## src/verilog/pfs_pkg.sv

```systemverilog
// Package for the power fault status bank: command codes, bit positions, reset values.
// Assumes a core that decodes bus transactions into command reads and writes.
package pfs_pkg;

  localparam int         NUM_PAGES       = 2;

  // Command codes of the status reads
  localparam logic [7:0] CMD_STATUS_BYTE = 8'h78;
  localparam logic [7:0] CMD_SUMMARY     = 8'h79;
  localparam logic [7:0] CMD_OUT_VOLTAGE = 8'h7a;
  localparam logic [7:0] CMD_OUT_CURRENT = 8'h7b;
  localparam logic [7:0] CMD_INPUT       = 8'h7c;

  // Reset values
  localparam logic [15:0] SUMMARY_RESET = 16'h0000;
  localparam logic [7:0]  DETAIL_RESET  = 8'h00;

  // Summary word bit positions
  localparam int SW_OUT_VOLTAGE  = 15;
  localparam int SW_OUT_CURRENT  = 14;
  localparam int SW_INPUT        = 13;
  localparam int SW_VENDOR       = 12;
  localparam int SW_PGOOD_N      = 11;
  localparam int SW_RSVD_HI      = 10;
  localparam int SW_OTHER        = 9;
  localparam int SW_RSVD_LO      = 8;
  localparam int SW_BUSY         = 7;
  localparam int SW_OFF          = 6;
  localparam int SW_OUT_OV_FAULT = 5;
  localparam int SW_OUT_OC_FAULT = 4;
  localparam int SW_IN_UV_FAULT  = 3;
  localparam int SW_TEMPERATURE  = 2;
  localparam int SW_COMM         = 1;
  localparam int SW_NONE_ABOVE   = 0;

  // Detail register bit positions
  localparam int OV_OV_FAULT = 7;
  localparam int OV_UV_FAULT = 4;
  localparam int OC_OC_FAULT = 7;
  localparam int OC_UC_FAULT = 4;
  localparam int IN_OV_FAULT = 7;
  localparam int IN_OV_WARN  = 6;
  localparam int IN_UV_WARN  = 5;
  localparam int IN_UV_FAULT = 4;

  // Answer lengths in bytes
  localparam logic [1:0] LEN_ONE  = 2'h1;
  localparam logic [1:0] LEN_TWO  = 2'h2;
  localparam logic [1:0] LEN_NONE = 2'h0;

  // Byte count of a status command, zero when the command is not served here
  function automatic logic [1:0] pfs_cmd_len(input logic [7:0] cmd);
    if (cmd == CMD_SUMMARY) begin
      return LEN_TWO;
    end else if (cmd == CMD_STATUS_BYTE || cmd == CMD_OUT_VOLTAGE ||
                 cmd == CMD_OUT_CURRENT || cmd == CMD_INPUT) begin
      return LEN_ONE;
    end
    return LEN_NONE;
  endfunction

endpackage

```

## src/verilog/pfs_sticky.sv

```systemverilog
// Sticky flag bank: a set latches a flag until the clear pulse.
// Assumes set and clear are synchronous to clk_sys_i.
`timescale 1ns/100ps
module pfs_sticky #(
  parameter int W = 8
) (
  input  wire logic         clk_sys_i,
  input  wire logic         rst_b_i,
  input  wire logic [W-1:0] set_i,
  input  wire logic         clr_i,
  output logic      [W-1:0] flags_o
);

  // A set in the clearing cycle survives the clear
  always_ff @(posedge clk_sys_i or negedge rst_b_i) begin
    if (!rst_b_i) begin
      flags_o <= '0;
    end else begin
      flags_o <= (flags_o & ~{W{clr_i}}) | set_i;
    end
  end

endmodule

```

## src/verilog/pfs_summary_word.sv

```systemverilog
// Builds one page's registered summary word from its detail bytes and live levels.
// Assumes all inputs are synchronous to clk_sys_i.
`timescale 1ns/100ps
module pfs_summary_word (
  input  wire logic        clk_sys_i,
  input  wire logic        rst_b_i,
  input  wire logic [7:0]  out_voltage_i,
  input  wire logic [7:0]  out_current_i,
  input  wire logic [7:0]  input_detail_i,
  input  wire logic        temp_any_i,
  input  wire logic        comm_any_i,
  input  wire logic        vendor_any_i,
  input  wire logic        busy_i,
  input  wire logic        power_good_i,
  input  wire logic        output_on_i,
  output logic      [15:0] word_o
);

  logic [15:0] next_word;

  always_comb begin
    next_word                               = pfs_pkg::SUMMARY_RESET;
    next_word[pfs_pkg::SW_OUT_VOLTAGE]      = |out_voltage_i;
    next_word[pfs_pkg::SW_OUT_CURRENT]      = |out_current_i;
    next_word[pfs_pkg::SW_INPUT]            = |input_detail_i;
    next_word[pfs_pkg::SW_VENDOR]           = vendor_any_i;
    next_word[pfs_pkg::SW_PGOOD_N]          = !power_good_i;
    next_word[pfs_pkg::SW_OTHER]            = |{out_voltage_i, out_current_i,
                                                input_detail_i, temp_any_i,
                                                comm_any_i, vendor_any_i};
    next_word[pfs_pkg::SW_BUSY]             = busy_i;
    next_word[pfs_pkg::SW_OFF]              = !output_on_i;
    next_word[pfs_pkg::SW_OUT_OV_FAULT]     = out_voltage_i[pfs_pkg::OV_OV_FAULT];
    next_word[pfs_pkg::SW_OUT_OC_FAULT]     = out_current_i[pfs_pkg::OC_OC_FAULT];
    next_word[pfs_pkg::SW_IN_UV_FAULT]      = input_detail_i[pfs_pkg::IN_UV_FAULT];
    next_word[pfs_pkg::SW_TEMPERATURE]      = temp_any_i;
    next_word[pfs_pkg::SW_COMM]             = comm_any_i;
    // Conditions whose source shows only in the high byte
    next_word[pfs_pkg::SW_NONE_ABOVE]       = out_voltage_i[pfs_pkg::OV_UV_FAULT] |
                                              out_current_i[pfs_pkg::OC_UC_FAULT] |
                                              input_detail_i[pfs_pkg::IN_OV_FAULT] |
                                              input_detail_i[pfs_pkg::IN_OV_WARN] |
                                              input_detail_i[pfs_pkg::IN_UV_WARN] |
                                              vendor_any_i;
  end

  always_ff @(posedge clk_sys_i or negedge rst_b_i) begin
    if (!rst_b_i) begin
      word_o <= pfs_pkg::SUMMARY_RESET;
    end else begin
      word_o <= next_word;
    end
  end

endmodule

```

## src/verilog/pfs_status_bank.sv

```systemverilog
// Power fault status bank: paged summary word and the three detail registers,
// served to the command decoder as read-only status commands.
// Assumes the bus front end presents decoded commands synchronous to clk_sys_i
// and that the fault detectors outside pulse or hold their inputs high.
`timescale 1ns/100ps
module pfs_status_bank (
  input  wire logic        clk_sys_i,
  input  wire logic        rst_b_i,
  // Command port
  input  wire logic        rd_req_i,
  input  wire logic        wr_req_i,
  input  wire logic [7:0]  cmd_i,
  input  wire logic        page_i,
  input  wire logic        clear_faults_i,
  // Per-channel fault sources
  input  wire logic [1:0]  output_overvoltage_fault_i,
  input  wire logic [1:0]  output_undervoltage_fault_i,
  input  wire logic [1:0]  output_overcurrent_fault_i,
  input  wire logic [1:0]  output_undercurrent_fault_i,
  input  wire logic [1:0]  temp_detail_any_i,
  input  wire logic [1:0]  power_good_i,
  input  wire logic [1:0]  output_on_i,
  // Global fault sources
  input  wire logic        input_overvoltage_fault_i,
  input  wire logic        input_overvoltage_warning_i,
  input  wire logic        input_undervoltage_warning_i,
  input  wire logic        input_undervoltage_fault_i,
  input  wire logic        busy_fault_i,
  input  wire logic        comm_detail_register_any_i,
  input  wire logic        vendor_detail_register_any_i,
  // Answer
  output logic             rd_valid_o,
  output logic [15:0]      rd_data_o,
  output logic [1:0]       rd_bytes_o,
  output logic             rd_unsupported_o,
  output logic             wr_refused_o
);

  logic [7:0]  output_voltage_status [pfs_pkg::NUM_PAGES];
  logic [7:0]  output_current_status [pfs_pkg::NUM_PAGES];
  logic [15:0] fault_summary_word    [pfs_pkg::NUM_PAGES];
  logic [7:0]  input_supply_status;
  logic [0:0]  busy_flag;
  logic [15:0] next_rd_data;
  logic [1:0]  next_rd_bytes;

  // Detail registers, one copy per page for the paged ones
  for (genvar ch = 0; ch < pfs_pkg::NUM_PAGES; ch++) begin : g_page
    logic [7:0] ov_set;
    logic [7:0] oc_set;

    always_comb begin
      ov_set                       = pfs_pkg::DETAIL_RESET;
      ov_set[pfs_pkg::OV_OV_FAULT] = output_overvoltage_fault_i[ch];
      ov_set[pfs_pkg::OV_UV_FAULT] = output_undervoltage_fault_i[ch];
      oc_set                       = pfs_pkg::DETAIL_RESET;
      oc_set[pfs_pkg::OC_OC_FAULT] = output_overcurrent_fault_i[ch];
      oc_set[pfs_pkg::OC_UC_FAULT] = output_undercurrent_fault_i[ch];
    end

    pfs_sticky #(.W(8)) u_out_voltage (
      .clk_sys_i (clk_sys_i),
      .rst_b_i   (rst_b_i),
      .set_i     (ov_set),
      .clr_i     (clear_faults_i),
      .flags_o   (output_voltage_status[ch])
    );

    pfs_sticky #(.W(8)) u_out_current (
      .clk_sys_i (clk_sys_i),
      .rst_b_i   (rst_b_i),
      .set_i     (oc_set),
      .clr_i     (clear_faults_i),
      .flags_o   (output_current_status[ch])
    );

    // Summary bits follow the details one register stage later, so they clear one cycle after them
    pfs_summary_word u_summary (
      .clk_sys_i      (clk_sys_i),
      .rst_b_i        (rst_b_i),
      .out_voltage_i  (output_voltage_status[ch]),
      .out_current_i  (output_current_status[ch]),
      .input_detail_i (input_supply_status),
      .temp_any_i     (temp_detail_any_i[ch]),
      .comm_any_i     (comm_detail_register_any_i),
      .vendor_any_i   (vendor_detail_register_any_i),
      .busy_i         (busy_flag[0]),
      .power_good_i   (power_good_i[ch]),
      .output_on_i    (output_on_i[ch]),
      .word_o         (fault_summary_word[ch])
    );
  end

  // Shared by both channels
  pfs_sticky #(.W(8)) u_input (
    .clk_sys_i (clk_sys_i),
    .rst_b_i   (rst_b_i),
    .set_i     ({input_overvoltage_fault_i, input_overvoltage_warning_i,
                 input_undervoltage_warning_i, input_undervoltage_fault_i,
                 4'h0}),
    .clr_i     (clear_faults_i),
    .flags_o   (input_supply_status)
  );

  pfs_sticky #(.W(1)) u_busy (
    .clk_sys_i (clk_sys_i),
    .rst_b_i   (rst_b_i),
    .set_i     (busy_fault_i),
    .clr_i     (clear_faults_i),
    .flags_o   (busy_flag)
  );

  // Read multiplexer; the status byte is a view of the word, not a copy
  always_comb begin
    next_rd_data  = 16'h0000;
    next_rd_bytes = pfs_pkg::pfs_cmd_len(cmd_i);
    unique case (cmd_i)
      pfs_pkg::CMD_STATUS_BYTE: begin
        next_rd_data = {8'h00, fault_summary_word[page_i][7:0]};
      end
      pfs_pkg::CMD_SUMMARY: begin
        next_rd_data = fault_summary_word[page_i];
      end
      pfs_pkg::CMD_OUT_VOLTAGE: begin
        next_rd_data = {8'h00, output_voltage_status[page_i]};
      end
      pfs_pkg::CMD_OUT_CURRENT: begin
        next_rd_data = {8'h00, output_current_status[page_i]};
      end
      pfs_pkg::CMD_INPUT: begin
        next_rd_data = {8'h00, input_supply_status};
      end
      default: begin
        next_rd_data = 16'h0000;
      end
    endcase
  end

  always_ff @(posedge clk_sys_i or negedge rst_b_i) begin
    if (!rst_b_i) begin
      rd_valid_o       <= 1'b0;
      rd_data_o        <= 16'h0000;
      rd_bytes_o       <= pfs_pkg::LEN_NONE;
      rd_unsupported_o <= 1'b0;
    end else begin
      rd_valid_o       <= rd_req_i && (next_rd_bytes != pfs_pkg::LEN_NONE);
      rd_data_o        <= rd_req_i ? next_rd_data : 16'h0000;
      rd_bytes_o       <= rd_req_i ? next_rd_bytes : pfs_pkg::LEN_NONE;
      rd_unsupported_o <= rd_req_i && (next_rd_bytes == pfs_pkg::LEN_NONE);
    end
  end

  // Writes reach no storage here; the answer only tells the decoder to flag it
  always_ff @(posedge clk_sys_i or negedge rst_b_i) begin
    if (!rst_b_i) begin
      wr_refused_o <= 1'b0;
    end else begin
      wr_refused_o <= wr_req_i && (pfs_pkg::pfs_cmd_len(cmd_i) != pfs_pkg::LEN_NONE);
    end
  end

  logic [15:0] sel_word;
  logic [7:0]  sel_output_voltage_summary;
  logic [7:0]  sel_output_current_summary;
  // Page-selected copies, as a read would return them
  assign sel_word = fault_summary_word[page_i];
  assign sel_output_voltage_summary = output_voltage_status[page_i];
  assign sel_output_current_summary = output_current_status[page_i];
endmodule

```

## config.mk

```make
export PLATFORM = sky130hd
export DESIGN_NAME = pfs_status_bank
export DESIGN_NICKNAME = d
export VERILOG_FILES = /design/src/verilog/pfs_pkg.sv /design/src/verilog/pfs_sticky.sv /design/src/verilog/pfs_summary_word.sv /design/src/verilog/pfs_status_bank.sv
export SDC_FILE = /design/constraint.sdc
export NUM_CORES = 1
export LEC_CHECK = 0
export BUFFER_PORTS_ARGS = -buffer_cell sky130_fd_sc_hd__buf_2
export CAP_MARGIN = 20
export CORE_MARGIN = 2
export CORE_UTILIZATION = 40
export CTS_BUF_LIST = sky130_fd_sc_hd__clkbuf_4
export DETAILED_ROUTE_END_ITERATION = 10
export GPL_ROUTABILITY_DRIVEN = 0
export SYNTH_ARGS = -nofsm -noshare
export SYNTH_HDL_FRONTEND = slang
export SYNTH_SLANG_ARGS = --single-unit
```

## constraint.sdc

```tcl
create_clock -name clk_sys_i -period 1.8 [get_ports clk_sys_i]
set_input_delay 0.09 -clock clk_sys_i [delete_from_list [all_inputs] [get_ports clk_sys_i]]
set_output_delay 0.09 -clock clk_sys_i [all_outputs]
set_load 0.02 [all_outputs]
```

==> metrics.csv, run 1 <==
metric;value;unit
clock_power_share;0.348;
clk_path_buf_depth;2;
drt_drc_violations_left;0;
grt_max_degree;47;
clkLatencyLatePin;0.41;ns
cp_top_family;simple AND/OR/NAND/NOR gates;
dp_hpwl;4680;µm
synth_most_common_cell;dfrtp_1;
pwr-share-comb;0.079;
routed-via-count;2110;
use_met3;0.0314;
r2r_start;u_input.flags_o[4];
p_per_area;850;nW/µm²
crit_path_max_incr_delay;0.55;ns
antenna_found_initial;0;
cts_hold_buf;24;
io_buffer_count;53;
finalClockSkew;0.0190;ns
ys.flop_type;dfrtp_1;
holdPathStages;3;
crit_buf_inv;0;
ys_async_sr_fraction;1.00;
netlist_instances;248;
drt-vias-per-instance;4.84;
diodes;0;
drt_wl_total;6680;µm
drt-initial-drc-count;114;
p_int;2.60;mW
ios;56;
hold_class;in2reg;
cts_root_buffer;clkbuf_4;
crit_path_end_kind;flip-flop;
start_util;0.413;
synth-edff-count;0;
peakVddDrop;0.297;mV
stdcell_area;3980;µm²
setup_violations;0;
grt.overflow.total;0;
drtPass1Iterations;4;
final-max-slew-violation-count;0;
arrival;1.65;ns
min-delay-start;cmd_i[0];
required;2.09;ns
grt_use_total;0.166;
grt_pass1_wl;10900;µm
switching_share;0.229;
syn_avg_cell_area;12.9;µm²
die_y;93.6;µm
ant_nets;0;
hold_viol_final;0;
crit_start;u_input.flags_o[4];
grt_setup_unrepaired;false;
startpoint_type;flip-flop;
synth_top_area_frac;0.647;
crit_slowest_cell;or4_4;
crit_chain;or4_4 > nor4_2 > nand2_1;
clkSlewWorstSetupHoldPaths;0.13;ns
synth.top_cells.by_count;dfrtp_1, nor2b_1, mux2_2;
cts-resized-gates;0;
post_cts_buffers;0;
placed_cell_area;3580;µm²
status;finished, final reports clean;
p_leak;1.95;nW
clock-sinks;83;
ys_ff_latch;83;
fin_nets;365;
synth_area_leaders;dfrtp_1, mux2_2, nor2b_1, a21o_1, a22oi_1;
switchingPower;0.775;mW
crit_fanout;4;
fmax;0.737;GHz
met2_usage;0.248;
synth.cell_area;3210;µm²
fin_crit_sh;0.753;
p_total;3.38;mW
busiest_layer;met2;
synthDistinctLibCells;36;
wire_per_inst;15.3;µm
path_depth;3;
utilization;0.512;
fp-row-count;32;
die_w;93.6;µm
htreeDepth;3;
cap_violations;0;
timing.hold.ws;0.0523;ns
die-area;8750;µm²
yosysTopAreaCell;dfrtp_1;
grt_pass1_vias;2097;
path_class;reg2reg;
cts_tree;built;
core_region_area;7770;µm²
setup_tns;0;ns
yosysWarnings;0;
use_met1;0.244;
rr_worst_depth;3;
syn_to_final_growth;23.9;%
fin_crit;1.36;ns
seqPwrFrac;0.573;
cts_made_buffers;9;
seq_area_frac_synth;0.647;
drive_above_1_share;0.293;
==> cells in the final DEF, fill, tap and decap left out, types with 2 or more instances in the layout <==
cell type / count
dfrtp_1: 83
buf_2: 52
nor2b_1: 24
dlygate4sd3_1: 24
mux2_2: 18
nand2_1: 17
a21o_1: 12
inv_1: 10
a22oi_1: 10
clkbuf_4: 10
nor2_1: 8
nor4_1: 8
mux2i_1: 7
a21oi_1: 5
and2b_1: 4
nand3_1: 3
o22ai_1: 3
a31oi_1: 3
nor3_1: 3
buf_4: 3
o21ai_0: 2
and3_1: 2
nor2_2: 2
or3_1: 2
conb_1: 2
bufinv_16: 2
clkinvlp_4: 2
buf_12: 2
==> final timing paths <==
| path | end | slack, ns |
|---|---|---|
| min in group asynchronous | g_page[1].u_out_voltage.flags_o[6] | 0.17 |
| max in group asynchronous | u_input.flags_o[4] | 1.01 |
| min reg2reg | g_page[0].u_summary.word_o[7] | 0.39 |
| max | g_page[0].u_summary.word_o[9] | 0.44 |
| min | rd_data_o[13] | 0.05 |
| max reg2reg | g_page[0].u_summary.word_o[9] | 0.44 |
==> cells by family (layout without fill, tap and decap cells) <==
| family | after synthesis | after routing | share of synthesized area |
|---|---|---|---|
| buffers and inverters | 21 | 106 | 0.0367 |
| multiplexers | 25 | 25 | 0.0850 |
| flip-flops | 83 | 83 | 0.647 |
| AO/OA/AOI/OAI | 37 | 37 | 0.0792 |
| other | 1 | 2 | 0.00117 |
| AND/OR/NAND/NOR | 81 | 81 | 0.151 |
==> routing by layer <==
metal	wire [µm]	up-vias
met5	0	-
met4	70	0
met3	254	8
met2	3090	53
met1	3270	1041
li1	-	1008
==> power by group through the flow <==
stage / sequential, mW / combinational (mW) / clock [mW]
2_1_floorplan: 1.97 / 0.120 / 0
6_report: 1.94 / 0.267 / 1.18
5_1_grt: 1.94 / 0.297 / 1.30
4_1_cts: 1.94 / 0.273 / 1.20
3_5_place_dp: 1.97 / 0.232 / 0
3_3_place_gp: 1.97 / 0.232 / 0
==> metrics by stage <==
stage	setup slack (ns)	cells
3_3_place_gp	0.444	397
3_5_place_dp	0.447	397
6_report	0.444	436
5_1_grt	0.305	436
4_1_cts	0.436	436
2_1_floorplan	0.525	249
==> sequential cells by signal, indices dropped and copies added, names as in the netlist <==
signal	flops
rd_bytes_o	2
rd_unsupported_o	1
wr_refused_o	1
u_busy.flags_o	1
g_page.u_out_current.flags_o	16
rd_valid_o	1
u_input.flags_o	8
g_page.u_out_voltage.flags_o	16
rd_data_o	14
g_page.u_summary.word_o	23
==> layout make-up <==
class                      instances  area [µm²]
clock inverter                     5        78.8
timing repair buffer              81         563
fill                             714        3790
multi-input combinational        145        1020
clock buffer                      10        75.1
tap                              102         128
sequential                        83        2080
inverter                          10        37.5
==> worst register-to-register path: cells and delay by family, from the launching register on <==
family,cells,cell delay (ns)
flip-flops,1,0.42
AND/OR/NAND/NOR,3,0.84
No activity file was read; power rests on OpenSTA's default activity.
==> run 2, diff against run 1 <==
Clock period 1.8 ns to 1.1 ns, I/O delays scaled along.
==> run 2 against run 1 <==
Effect of this change: the run now ends with setup timing left; register-to-register slack got worse by 0.68 ns; first-iteration DRC count decreased by 3.5%; largest cell class unchanged; clock skew increased by 0.0057 ns; setup slack worse by 0.68 ns.
==> metrics.csv, run 2 (synthesized netlist as in run 1, its figures left out) <==
metric;value;unit
htreeDepth;3;
crit_path_max_incr_delay;0.56;ns
regArea;2080;µm²
fin_ws;-0.235;ns
routed-via-count;2324;
drt-vias-per-instance;4.82;
startpoint_type;flip-flop;
setup_tns;-1.00;ns
placed_cells;435;
violations;setup timing;
hold_class;in2reg;
drtPass1Iterations;4;
syn_to_final_growth;42.2;%
final_common_cell;dfrtp_1;
fp-row-count;32;
drive_above_1_share;0.439;
die_y;93.6;µm
use_met3;0.0492;
placed_cell_area;3890;µm²
crit_fanout;2;
fin_crit;1.33;ns
ant_nets;0;
fin_crit_sh;1.21;
cts_tree;built;
stdcell_area;4560;µm²
setup_violations;9;
dp_worst_setup_slack;-0.218;ns
p_per_area;1310;nW/µm²
met2_usage;0.294;
grt_pass1_wl;12100;µm
peakVddDrop;0.854;mV
grt.overflow.total;0;
grt_max_degree;35;
utilization;0.587;
start_util;0.413;
wire_per_inst;15.6;µm
grt_pass1_vias;2423;
grt_use_total;0.183;
dp_hpwl;5110;µm
arrival;1.66;ns
cts_made_buffers;9;
cts_root_buffer;clkbuf_4;
crit_chain;or4_4 > nor4_4 > nand2_1;
nFillCells;656;
drt-initial-drc-count;110;
clk_path_buf_depth;2;
p_total;5.99;mW
grt_setup_unrepaired;true;
required;1.42;ns
ios;56;
cap_violations;0;
crit_path_end_kind;flip-flop;
fin_nets;410;
fmax;0.749;GHz
p_leak;2.24;nW
drt_drc_violations_left;0;
die-area;8750;µm²
max-slew-margin-rel;0.644;
mostFrequentLayoutCells;dfrtp_1, buf_2, buf_4;
path_class;reg2reg;
largest_reg_flops;23;
busiest_layer;met2;
clock-sinks;83;
core_region_area;7770;µm²
finalClockSkew;0.0247;ns
final-max-slew-violation-count;0;
antenna_found_initial;0;
holdPathStages;5;
fin_cells;482;
use_met1;0.242;
drt_wl_total;7520;µm
diodes;0;
timing.hold.ws;0.0509;ns
clkSlewWorstSetupHoldPaths;0.14;ns
top_register;g_page.u_summary.word_o;
rr_worst_depth;3;
reg_top3;g_page.u_summary.word_o x23, g_page.u_out_current.flags_o x16, g_page.u_out_voltage.flags_o x16;
clkLatencyLatePin;0.42;ns
multi_input_area;1170;µm²
die_w;93.6;µm
hold_viol_final;0;
crit_slowest_cell;or4_4;
io_buffer_count;53;
status;finished, violations left;
tightest_slew;0.532;ns
-- run 2: cell count changes in the layout (fill, tap and decap cells not counted), moves of 6 or more --
cell / change
a22oi_1: -6
nor4_1: -7
buf_6: +11
buf_4: +32
a22oi_2: +6
nor4_2: +6
-- run 2: final cells by class --
cell class,count,share of cell area
flip-flops and latches,83,0.456
multi-input cells,145,0.257
repair buffers,126,0.210
well taps,102,0.0280
clock inverters,6,0.0247
clock buffers,10,0.0165
inverters,10,0.00823
-- run 2: final timing paths --
check / slack, ns / startpoint / endpoint
worst max register to register: -0.23 / u_input.flags_o[0] / g_page[0].u_summary.word_o[9]
worst min-delay path: 0.05 / cmd_i[2] / rd_data_o[1]
worst max-delay path: -0.23 / u_input.flags_o[0] / g_page[0].u_summary.word_o[9]
worst min register to register: 0.41 / u_busy.flags_o / g_page[0].u_summary.word_o[7]
max in group asynchronous: 0.49 / rst_b_i / g_page[1].u_out_voltage.flags_o[1]
min in group asynchronous: 0.07 / rst_b_i / g_page[0].u_summary.word_o[9]
-- run 2: report_power, final --
group          switching [mW]  leakage [nW]  internal (mW)
combinational           0.288          1.10          0.323
sequential             0.0396          1.03           3.12
clock                    1.03         0.101           1.18
-- run 2: repair_timing --
item	4_1_cts	5_1_grt
setup endpoints to repair	13	15
endpoints found under the hold margin	110	0
setup buffers	0	10
resized for setup	16	23
cloned	0	0
pin swaps	2	17
hold buffers	25	0
-- run 2: per-layer routing --
metal | share of wire | up-vias
met4 | 0.011 | 0
met5 | 0 | -
met3 | 0.050 | 9
li1 | - | 1099
met1 | 0.44 | 1155
met2 | 0.50 | 61
-- run 2: critical path: cells and delay by family (launching register included) --
family / cells / cell delay (ns)
and+or+nand+nor: 3 / 0.84
DFF: 1 / 0.41
==> run 3, diff against run 2 <==
Settings changed: RECOVER_POWER set to 50.
Clock period 1.1 ns to 1.3 ns, I/O delays scaled along.
==> run 3 against run 2 <==
Effect of this change: the flow now finishes without violations; clock power shrank 34%; clock skew down 0.0042 ns; setup slack improved by 0.24 ns; critical endpoint is now g_page[1].u_summary.word_o[9]; global-route usage decreased by 0.74 points; sequential cell count stayed put; cell count is 5.8% lower; sequential share of layout area grew 5.4 points; via count fell by 7.7%; wire length shrank 8.2%; first-iteration DRC count down 4.5%; combinational power shrank 34%.
==> metrics.csv, run 3 (synthesized netlist as in run 1, its figures left out) <==
metric;value;unit
status;finished, final reports clean;
nFillCells;706;
peakVddDrop;0.491;mV
grt.overflow.total;0;
holdPathStages;3;
crit_path_max_incr_delay;0.56;ns
largest_reg_flops;23;
antenna_found_initial;0;
fin_ws;0.00324;ns
clk_path_buf_depth;2;
use_met1;0.251;
hold_viol_final;0;
routed-via-count;2145;
dp_hpwl;4910;µm
r2r_start;u_input.flags_o[4];
drt-initial-drc-count;105;
startpoint_type;flip-flop;
clkLatencyLatePin;0.42;ns
diodes;0;
die_w;93.6;µm
dp_worst_setup_slack;-0.00237;ns
mostFrequentLayoutCells;dfrtp_1, buf_2, nor2b_1, dlygate4sd3_1, mux2_2;
p_total;4.54;mW
post_cts_buffers;0;
ios;56;
ant_nets;0;
clkSlewWorstSetupHoldPaths;0.13;ns
holdPathEnd;rd_unsupported_o;
cts_root_buffer;clkbuf_4;
die_y;93.6;µm
hold_class;in2reg;
reg_top3;g_page.u_summary.word_o x23, g_page.u_out_current.flags_o x16, g_page.u_out_voltage.flags_o x16;
required;1.62;ns
min-delay-start;cmd_i[2];
path_class;reg2reg;
rr_worst_depth;3;
met2_usage;0.269;
use_met3;0.0443;
drt_wl_total;6910;µm
cp_top_family;simple AND/OR/NAND/NOR gates;
top_register;g_page.u_summary.word_o;
p_per_area;1110;nW/µm²
cap_violations;0;
fmax;0.771;GHz
setup_tns;0;ns
io_buffer_count;53;
drtPass1Iterations;4;
setup_violations;0;
crit_path_end_kind;flip-flop;
grt_setup_unrepaired;true;
fin_crit_sh;0.998;
core_region_area;7770;µm²
htreeDepth;3;
clock-sinks;83;
tightest_slew;0.805;ns
wire_per_inst;15.2;µm
final_common_cell;dfrtp_1;
crit_start;u_input.flags_o[4];
fp-row-count;32;
crit_fanout;2;
fin_crit;1.30;ns
utilization;0.524;
r2r_slack;0.003;ns
grt_pass1_wl;11500;µm
crit_buf_inv;0;
crit_slowest_cell;or4_4;
reg2reg_to;g_page[1].u_summary.word_o[9];
cts_tree;built;
p_leak;2.00;nW
grt_pass1_vias;2266;
busiest_layer;met2;
final-max-slew-violation-count;0;
fin_nets;382;
grt_use_total;0.176;
grt_max_degree;38;
arrival;1.61;ns
drt-vias-per-instance;4.72;
max-slew-margin-rel;0.464;
drive_above_1_share;0.304;
die-area;8750;µm²
finalClockSkew;0.0206;ns
crit_chain;or4_4 > nor4_4 > nand2_1;
start_util;0.413;
cts_made_buffers;9;
syn_to_final_growth;26.9;%
drt_drc_violations_left;0;
## run 3: area by class of cell
cell class                      instances  area [µm²]  area share
Clock inverter                          3        38.8     0.00953
Clock buffer                           13        97.6      0.0240
Multi-Input combinational cell        145        1030       0.254
Timing Repair Buffer                   98         658       0.162
Sequential cell                        83        2080       0.510
Tap cell                              102         128      0.0313
Inverter                               10        37.5     0.00922
## run 3: routing by layer
layer / vias up / wire length, µm
li1: 1052 / -
met1: 1037 / 3350
met2: 48 / 3220
met3: 8 / 259
met4: 0 / 78
met5: - / 0
## run 3: per-stage QoR
stage	hold WS, ns	std cells	area (µm²)
6_report	0.0566	454	4070
4_1_cts	0.0307	454	4100
3_5_place_dp	0.0349	414	3710
3_3_place_gp	0.0335	414	3710
2_1_floorplan	-0.231	249	3210
5_1_grt	0.0571	454	4070
## run 3: repair_timing
| action | in CTS | in global routing |
|---|---|---|
| hold buffers | 24 | 0 |
| hold endpoints to repair | 109 | 0 |
| pin swaps | 0 | 2 |
| setup endpoints to repair | 2 | 4 |
| gates resized for setup | 1 | 3 |
## run 3: worst max-delay path by stage
stage               cells after the start                             to  slack, ns
floorplan                               3  g_page[0].u_summary.word_o[9]       0.03
global placement                        4  g_page[0].u_summary.word_o[9]     -0.006
detailed placement                      3  g_page[1].u_summary.word_o[9]     -0.002
CTS                                     3  g_page[1].u_summary.word_o[9]     -0.002
global route                            3  g_page[0].u_summary.word_o[9]      -0.06
finish                                  3  g_page[1].u_summary.word_o[9]      0.003
## run 3: where the power goes
part | switching, mW | internal [mW] | total (mW)
logic | 0.211 | 0.193 | 0.405
registers | 0.0284 | 2.64 | 2.67
clock network | 0.793 | 0.667 | 1.46
## run 3: worst min-delay path: cells and delay by family
kind,cells,cell delay [ns]
buffers and inverters,1,0.15
AO/OA/AOI/OAI,2,0.24
